--- config.mk ---
export PLATFORM = sky130hd
export DESIGN_NAME = three_wire_device_flat
export DESIGN_NICKNAME = d
export VERILOG_FILES = /design/src/verilog/latch_loader_pkg.sv /design/src/verilog/three_wire_if.sv /design/src/verilog/three_wire_device.sv /design/src/flat_wrapper.sv
export SDC_FILE = /design/constraint.sdc
export NUM_CORES = 1
export LEC_CHECK = 0
export ABC_CLOCK_PERIOD_IN_PS = 8900
export BUFFER_PORTS_ARGS = -buffer_cell sky130_fd_sc_hd__buf_2
export CORE_MARGIN = 1.5
export CORE_UTILIZATION = 58
export CTS_CLUSTER_SIZE = 25
export DETAILED_ROUTE_END_ITERATION = 8
export PLACE_DENSITY = 0.84
export SYNTH_ARGS = -nofsm -noshare
export SYNTH_HDL_FRONTEND = slang
export SYNTH_SLANG_ARGS = --single-unit
--- constraint.sdc ---
create_clock -name clk_in -period 8.9 [get_ports clk_in]
set_input_delay 0.89 -clock clk_in [delete_from_list [all_inputs] [get_ports clk_in]]
set_output_delay 0.89 -clock clk_in [all_outputs]
set_load 0.02 [all_outputs]
--- src/verilog/latch_loader_pkg.sv ---
`default_nettype none
package latch_loader_pkg;
    localparam int unsigned WORD_BITS = 24;
    localparam int unsigned BYTE_BITS = 8;
    localparam int unsigned BYTES_PER_WORD = 3;
    localparam int unsigned SEL_BITS = 2;
    localparam int unsigned LATCH_COUNT = 4;
    localparam int unsigned BIT_CNT_W = 5;
    // latch select position in the word (least significant bits)
    localparam int unsigned SEL_LSB = 0;
    // the latch index whose write restarts the fractional modulator
    localparam logic [1:0] FREQ_LATCH_SEL = 2'h0;
    // system clock and link clock limits
    localparam int unsigned CLK_MHZ = 250;
    localparam int unsigned SCLK_MAX_MHZ = 20;
    // half period of the generated shift clock, rounded up so the rate stays
    // at or below the maximum
    localparam int unsigned SCLK_HALF_CYC =
        (CLK_MHZ + 2 * SCLK_MAX_MHZ - 1) / (2 * SCLK_MAX_MHZ);
    localparam int unsigned DIV_W = 4;
    localparam logic [23:0] WORD_RESET = 24'h000000;
endpackage
`default_nettype wire

--- src/verilog/three_wire_if.sv ---
`timescale 1ns/1ps
`default_nettype none
interface three_wire_if;
    logic shift_clock;
    logic serial_input_bits;
    logic word_commit_strobe;
    modport host_end (
        output shift_clock,
        output serial_input_bits,
        output word_commit_strobe
    );
    modport device_end (
        input shift_clock,
        input serial_input_bits,
        input word_commit_strobe
    );
endinterface
`default_nettype wire
--- src/verilog/three_wire_device.sv ---
`timescale 1ns/1ps
`default_nettype none
// Functional notes
// - capture one data bit per shift clock rise
// - strobe high moves word into selected latch
// - host keeps shift clock at most 20 MHz
// - host holds strobe low while shifting
// - each latch write is 24 bits
// - host raises strobe after last byte
// - host shifts like phase zero master
// - modulator restarts identically after frequency write
module three_wire_device (
    input wire logic clk_in,
    input wire logic rst_in,
    three_wire_if.device_end link,
    output logic [23:0] latch0_out,
    output logic [23:0] latch1_out,
    output logic [23:0] latch2_out,
    output logic [23:0] latch3_out,
    output logic [3:0] latch_written_out,
    output logic modulator_restart_out,
    output logic [4:0] bit_count_out
);
    logic [2:0] sclk_sync_q;
    logic [2:0] data_sync_q;
    logic [2:0] strobe_sync_q;
    logic sclk_level_q;
    logic data_level_q;
    logic strobe_level_q;
    logic [23:0] shift_q;
    logic [4:0] count_q;
    logic [23:0] latch_q [latch_loader_pkg::LATCH_COUNT];
    logic [3:0] written_q;
    logic restart_q;
    logic sclk_rise;
    logic strobe_rise;
    logic [1:0] sel;

    // three stage synchronisers; a level counts once stages two and three agree
    always_ff @(posedge clk_in or posedge rst_in)
    begin
        if (rst_in)
        begin
            sclk_sync_q <= 3'h0;
            data_sync_q <= 3'h0;
            strobe_sync_q <= 3'h0;
            sclk_level_q <= 1'b0;
            data_level_q <= 1'b0;
            strobe_level_q <= 1'b0;
        end
        else
        begin
            sclk_sync_q <= {sclk_sync_q[1:0], link.shift_clock};
            data_sync_q <= {data_sync_q[1:0], link.serial_input_bits};
            strobe_sync_q <= {strobe_sync_q[1:0], link.word_commit_strobe};
            if (sclk_sync_q[1] == sclk_sync_q[2])
                sclk_level_q <= sclk_sync_q[2];
            if (data_sync_q[1] == data_sync_q[2])
                data_level_q <= data_sync_q[2];
            if (strobe_sync_q[1] == strobe_sync_q[2])
                strobe_level_q <= strobe_sync_q[2];
        end
    end

    // data is filtered the same way, so it lines up with the clock edge
    assign sclk_rise = (sclk_sync_q[2] == sclk_sync_q[1]) && sclk_sync_q[2]
        && !sclk_level_q;
    assign strobe_rise = (strobe_sync_q[2] == strobe_sync_q[1])
        && strobe_sync_q[2] && !strobe_level_q;
    assign sel = shift_q[latch_loader_pkg::SEL_LSB +: 2];

    // input shift register, msb enters first and ends at the top
    always_ff @(posedge clk_in or posedge rst_in)
    begin
        if (rst_in)
        begin
            shift_q <= latch_loader_pkg::WORD_RESET;
            count_q <= '0;
        end
        else if (strobe_rise)
            count_q <= '0;
        else if (sclk_rise)
        begin
            shift_q <= {shift_q[22:0], data_level_q};
            if (count_q != 5'h1f)
                count_q <= count_q + 1'b1;
        end
    end

    // commit on the strobe rise; only the last 24 bits matter, so a longer
    // burst still commits its final word
    always_ff @(posedge clk_in or posedge rst_in)
    begin
        if (rst_in)
        begin
            for (int i = 0; i < latch_loader_pkg::LATCH_COUNT; i++)
                latch_q[i] <= latch_loader_pkg::WORD_RESET;
            written_q <= 4'h0;
            restart_q <= 1'b0;
        end
        else
        begin
            written_q <= 4'h0;
            restart_q <= 1'b0;
            if (strobe_rise)
            begin
                latch_q[sel] <= shift_q;
                written_q[sel] <= 1'b1;
                // deterministic modulator start on each frequency write
                restart_q <= (sel == latch_loader_pkg::FREQ_LATCH_SEL);
            end
        end
    end

    assign latch0_out = latch_q[0];
    assign latch1_out = latch_q[1];
    assign latch2_out = latch_q[2];
    assign latch3_out = latch_q[3];
    assign latch_written_out = written_q;
    assign modulator_restart_out = restart_q;
    assign bit_count_out = count_q;
endmodule
`default_nettype wire

--- src/flat_wrapper.sv ---
// flat-port wrapper written by rule: the top's interface ports become plain ports
module three_wire_device_flat 
  (clk_in, rst_in, latch0_out, latch1_out, latch2_out, latch3_out, latch_written_out, modulator_restart_out, bit_count_out, link_shift_clock, link_serial_input_bits, link_word_commit_strobe);
  three_wire_if link_i ();
  input wire logic clk_in;
  input wire logic rst_in;
  output logic [23:0] latch0_out;
  output logic [23:0] latch1_out;
  output logic [23:0] latch2_out;
  output logic [23:0] latch3_out;
  output logic [3:0] latch_written_out;
  output logic modulator_restart_out;
  output logic [4:0] bit_count_out;
  input wire logic [$bits(link_i.shift_clock)-1:0] link_shift_clock;
  input wire logic [$bits(link_i.serial_input_bits)-1:0] link_serial_input_bits;
  input wire logic [$bits(link_i.word_commit_strobe)-1:0] link_word_commit_strobe;
  assign link_i.shift_clock = link_shift_clock;
  assign link_i.serial_input_bits = link_serial_input_bits;
  assign link_i.word_commit_strobe = link_word_commit_strobe;
  three_wire_device u_core (.clk_in(clk_in), .rst_in(rst_in), .link(link_i), .latch0_out(latch0_out), .latch1_out(latch1_out), .latch2_out(latch2_out), .latch3_out(latch3_out), .latch_written_out(latch_written_out), .modulator_restart_out(modulator_restart_out), .bit_count_out(bit_count_out));
endmodule
## Yosys cells after proc, flatten, opt, wreduce, memory -nomap -nowiden

Index checks and enable logic that the tools add are counted.

- Word-level logic and storage cells: 50
- Input port bits: 5
- Flip-flop bits (word level): 142

- Reductions and logical operators: 13
- Order comparisons: 4
- Equality and inequality tests: 6
- $add $sub $neg: 1
- Muxes and demuxes: 10
- Bitwise operators: 2

Operators by type and width:

| cell | number |
|---|---|
| $bwmux W96 | 1 |
| $demux W24 S2 | 1 |
| $mux W24 | 1 |
| $mux W5 | 3 |
| $logic_and A1 B1 Y1 | 6 |
| $add A5 B1 Y5 const B | 1 |
| $eq A1 B1 Y1 | 5 |
| $ne A5 B5 Y1 const B | 1 |
| $mux W4 | 1 |
| $reduce_and A2 Y1 | 2 |
| $reduce_bool A2 Y1 | 2 |
| $ge A3 B3 Y1 const B | 1 |
| $lt A2 B3 Y1 const B | 1 |
| $lt A3 B1 Y1 const B | 1 |
| $not A2 Y3 | 1 |
| $demux W1 S2 | 1 |
| $ge A2 B1 Y1 const B | 1 |
| $logic_not A1 Y1 | 2 |
| $logic_not A2 Y1 | 1 |
| $mux W1 | 2 |
| $not A1 Y1 | 1 |

## Longest topological paths before layout

- Depth in word-level cells: 6
- Depth in mapped cells: 6
- Gate-level depth less buffers: 6

## Worst setup path after synthesis

OpenSTA, ideal clock, no wires.

- Path kind: register to register
- From: reg u_core.count_q[0] (netlist: u_core.bit_count_out[0])
- To: reg u_core.count_q[3] (netlist: u_core.bit_count_out[3])
- Cell stages (with the launch flop): 7
- Path buffers: 0
- Required time: 8,776 ps
- Library setup time: 124 ps
- Arrival time: 1,828 ps
- Period minus slack after synthesis: 1,952 ps
- Setup slack: 6,948 ps
- Cells stage by stage: dfrtp_1 > ha_1 > and3_1 > ha_1 > nor3b_1 > nand4_1 > mux2i_1

- Cells in the longest elaborated chain, start to end: 4
- Elaborated cells between the ends (all ways): 7

RTL lines:

| item | RTL line | RTL |
|---|---|---|
| start, declared | three_wire_device.sv:31 | `logic [4:0] count_q;` |
| start signal, assigned | three_wire_device.sv:86 | `count_q <= count_q + 1'b1;` |
| $add A5 B1 Y5 | three_wire_device.sv:86 |  |
| $mux W5 | three_wire_device.sv:85 | `if (count_q != 5'h1f)` |
| $mux W5 | three_wire_device.sv:82 | `else if (sclk_rise)` |
| $mux W5 | three_wire_device.sv:80 | `else if (strobe_rise)` |

Parallel ways exist; a longest one is shown, timed or not. The select of a mux whose other input is x is not followed.
A chain may end at the register's enable or synchronous reset.

## Worst setup path after layout

- From: reg u_core.strobe_sync_q[1]
- To: reg u_core.latch_q, in the netlist u_core.latch1_out[7]

- Cells in the longest elaborated chain, start to end: 3

RTL lines:

| item | RTL line | RTL |
|---|---|---|
| start, declared | three_wire_device.sv:26 | `logic [2:0] strobe_sync_q;` |
| start signal, assigned | three_wire_device.sv:55 | `strobe_sync_q <= {strobe_sync_q[1:0], link.word_commit_strobe};` |
| $eq A1 B1 Y1 | three_wire_device.sv:68 | `assign strobe_rise = (strobe_sync_q[2] == strobe_sync_q[1])` |
| $logic_and A1 B1 Y1 (2 in a row) | three_wire_device.sv:69 | `&& strobe_sync_q[2] && !strobe_level_q;` |
| end signal, assigned by index | three_wire_device.sv:97 | `latch_q[i] <= latch_loader_pkg::WORD_RESET;` |
| end signal, assigned by index | three_wire_device.sv:107 | `latch_q[sel] <= shift_q;` |
| end, declared | three_wire_device.sv:32 | `logic [23:0] latch_q [latch_loader_pkg::LATCH_COUNT];` |

Every way passes these cells.

==> metrics.md <==
| Metric | Value |
|---|---|
| Startpoint Class | flip-flop |
| Post-synthesis adder-cell area fraction | 1.147% |
| Status | finished, final reports clean |
| Post-synthesis mux area share | 25.08% |
| Max_slew headroom | 32.74% |
| Fmax | 466.9 MHz |
| WL per Instance | 19.61 um |
| Data required time of the worst path | 9.30 ns |
| Slowest CP cell | nor3b_4 |
| Sequential area share after synthesis | 67.37% |
| Root buf cell | clkbuf_8 |
| Tmin final | 2.142 ns |
| GRT Util Overall | 24.19% |
| CTS Buffer Depth | 2 |
| Die Ht | 98.03 um |
| Cells after Synth | 306 |
| Avg Inst Size Synth | 17.12 um2 |
| Initial antenna violation count | 0 |
| Seq cells post-synth | 141 |
| Final Hold Violating Endpoints | 0 |
| Crit. End Element | flip-flop |
| Area Growth Syn to Fin | 24.89% |
| CTS sink count | 141 |
| Pwr Density | 282.2 mW/mm2 |
| Synth Area in Simple Gates | 3.846% |
| GRT Residual Overflow | 0 |
| H-tree levels | 4 |
| Compound-Gate Fraction of Synth Area | 0% |
| Layout cells sized above 1 | 60.50% |
| Slowest stage delay, CP | 0.55 ns |
| Setup_tns | 0 ns |
| Total power | 0.001846 W |
| CP delay by family, top | simple AND/OR/NAND/NOR gates |
| Clock Latency Late Sink | 0.52 ns |
| Fin. max-slew vios | 0 |
| Commonest non-fill, non-tap cell in the layout | dfrtp_1 |
| Post-route ant nets | 0 |
| CTS Hold Bufs | 0 |
| FP Rows | 34 |
| Actual slew at the worst max-slew pin | 1.009 ns |
| Initial DRC count | 95 |
| Post-route clock period utilization | 24.07% |
| Worst path bufs/invs | 1 |
| Max-cap violations | 0 |
| Pre-CTS WS | 6.458 ns |
| RSZ-0062 raised after global routing | false |
| Fin cells | 546 |
| Via count | 3021 |
| Final Wtd Congestion | 0.7358 |
| P_leak | 3.623 nW |
| First-pass GRT wire length | 17420 um |
| Worst EP arrival | 2.54 ns |
| Detailed Place HPWL | 6415 um |
| Max FO, Critical Path | 17 |
| HP Class | flip-flop to flip-flop |
| Placed cells | 514 |
| Final worst slack | 6.758 ns |
| Mapped Nets | 315 |
| Layout Utilization | 75.01% |
| Post-synthesis xor/xnor area fraction | 0.3344% |
| Diode count | 0 |
| Final setup fails | 0 |
| Clk_skew | 0.01248 ns |
| Vias per inst | 5.533 |
| I/O pins | 111 |
| Initial Utilization | 60.06% |
| Nets@finish | 434 |
| Largest net degree at the start of global routing | 85 |
| Postcts setup bufs | 0 |
| Largest family of logic cells by synthesized area | multiplexers |
| Post-synth cell types | 26 |
| Core area | 0.008721 mm2 |
| Critical path type | flip-flop to flip-flop |
| Die area | 0.009609 mm2 |
| Die width | 98.03 um |
| Clock-pin slew on the worst setup and hold paths | 0.06 ns |
| Routed WL | 10710 um |
| Vias in the first global route | 3220 |
| Synthesized cell area | 0.005238 mm2 |
| CTS tree | built |
| Most frequent cells in the layout | dfrtp_1, mux2_2, buf_2 |
| Num CTS Buffers | 17 |
| CP cell instances | ha_1, nand2b_4, nor3b_4, buf_4, mux2_2 |
| I/O Buffers | 110 |
| Filler cell count | 536 |
| Ys Warns | 0 |
| Worst vdd ir | 0.1785 mV |
| First-pass DRT Iterations | 4 |
| DRC | 0 |
| Resized Gates After CTS | 0 |
through the flow:
step / hold WS (ns) / instance area [um2]
after global placement: 0.3345 / 5849
after global routing: 0.3567 / 6541
after CTS: 0.3551 / 6541
after detailed placement: 0.3358 / 5849
after floorplan: 0.3312 / 5238
final: 0.3519 / 6541
layer usage:
| metal | up-vias | part of all wire, % | GRT usage (%) |
|---|---|---|---|
| li1 | 1313 | - | - |
| met1 | 1593 | 43 | 31.59 |
| met2 | 96 | 50 | 38.09 |
| met3 | 19 | 4.8 | 7.516 |
| met4 | 0 | 1.9 | 9.890 |
| met5 | - | 0 | 0 |
power by group:
| part | total [W] | switching [W] | internal (W) |
|---|---|---|---|
| Sequential | 0.000780 | 0.0000671 | 0.000713 |
| Combinational | 0.000244 | 0.000139 | 0.000105 |
| Clock | 0.000821 | 0.000271 | 0.000550 |
| Total | 0.00185 | 0.000477 | 0.00137 |
registers in the layout (all words and copies together), names as in the netlist:
| signal | count |
|---|---|
| u_core.latch3_out | 24 |
| u_core.latch0_out | 24 |
| u_core.strobe_sync_q | 3 |
| u_core.strobe_level_q | 1 |
| u_core.latch_written_out | 4 |
| u_core.sclk_sync_q | 3 |
| u_core.latch2_out | 24 |
| u_core.shift_q | 24 |
| u_core.sclk_level_q | 1 |
| u_core.data_sync_q | 3 |
| u_core.latch1_out | 24 |
| u_core.data_level_q | 1 |
| u_core.bit_count_out | 5 |
synthesized netlist by cell type:
cell type	number	share of area, %
nand2b_4	1	0.26
mux2_2	111	24
buf_4	3	0.43
nor3b_1	1	0.14
maj3_1	1	0.19
nand3_2	1	0.19
dfrtp_1	141	67
xnor2_1	2	0.33
nor4bb_1	1	0.19
and3_1	1	0.12
nand2_1	1	0.072
or2_2	2	0.24
mux2i_1	3	0.57
nor3b_4	2	0.72
inv_1	2	0.14
nor2b_1	4	0.48
nor2_1	4	0.29
and2b_1	1	0.14
nand2b_1	3	0.36
nand3b_2	1	0.21
mux2_1	3	0.64
nand4_1	1	0.12
buf_6	5	1.1
nor3_4	1	0.31
buf_2	6	0.57
ha_1	4	0.96
cell type report:
cell class | instances | area [um2] | share of cell area [%]
Clock buffer | 19 | 431.7 | 6.599
Clock inverter | 13 | 260.3 | 3.979
Inverter | 2 | 12.51 | 0.1913
Multi-Input combinational cell | 149 | 1593 | 24.35
Sequential cell | 141 | 3528 | 53.94
Tap cell | 108 | 135.1 | 2.066
Timing Repair Buffer | 114 | 580.6 | 8.875
cells by family (layout without fill, tap and decap cells):
group,Yosys count,count (layout)
simple gates,25,25
mux,117,117
buf+inv,16,148
flops,141,141
fa+ha+maj,5,5
xor+xnor,2,2
final timing paths:
check,to,startpoint,slack [ns],cells past startpoint
max reg2reg,u_core.latch1_out[7],u_core.strobe_sync_q[1],6.76,5
min,u_core.data_sync_q[1],u_core.data_sync_q[0],0.35,0
min in group asynchronous,u_core.latch0_out[0],rst_in,0.41,2
min reg2reg,u_core.data_sync_q[1],u_core.data_sync_q[0],0.35,0
max in group asynchronous,u_core.latch0_out[16],rst_in,7.09,3
max,u_core.latch1_out[7],u_core.strobe_sync_q[1],6.76,5
Power figures use the tool's default switching activity.
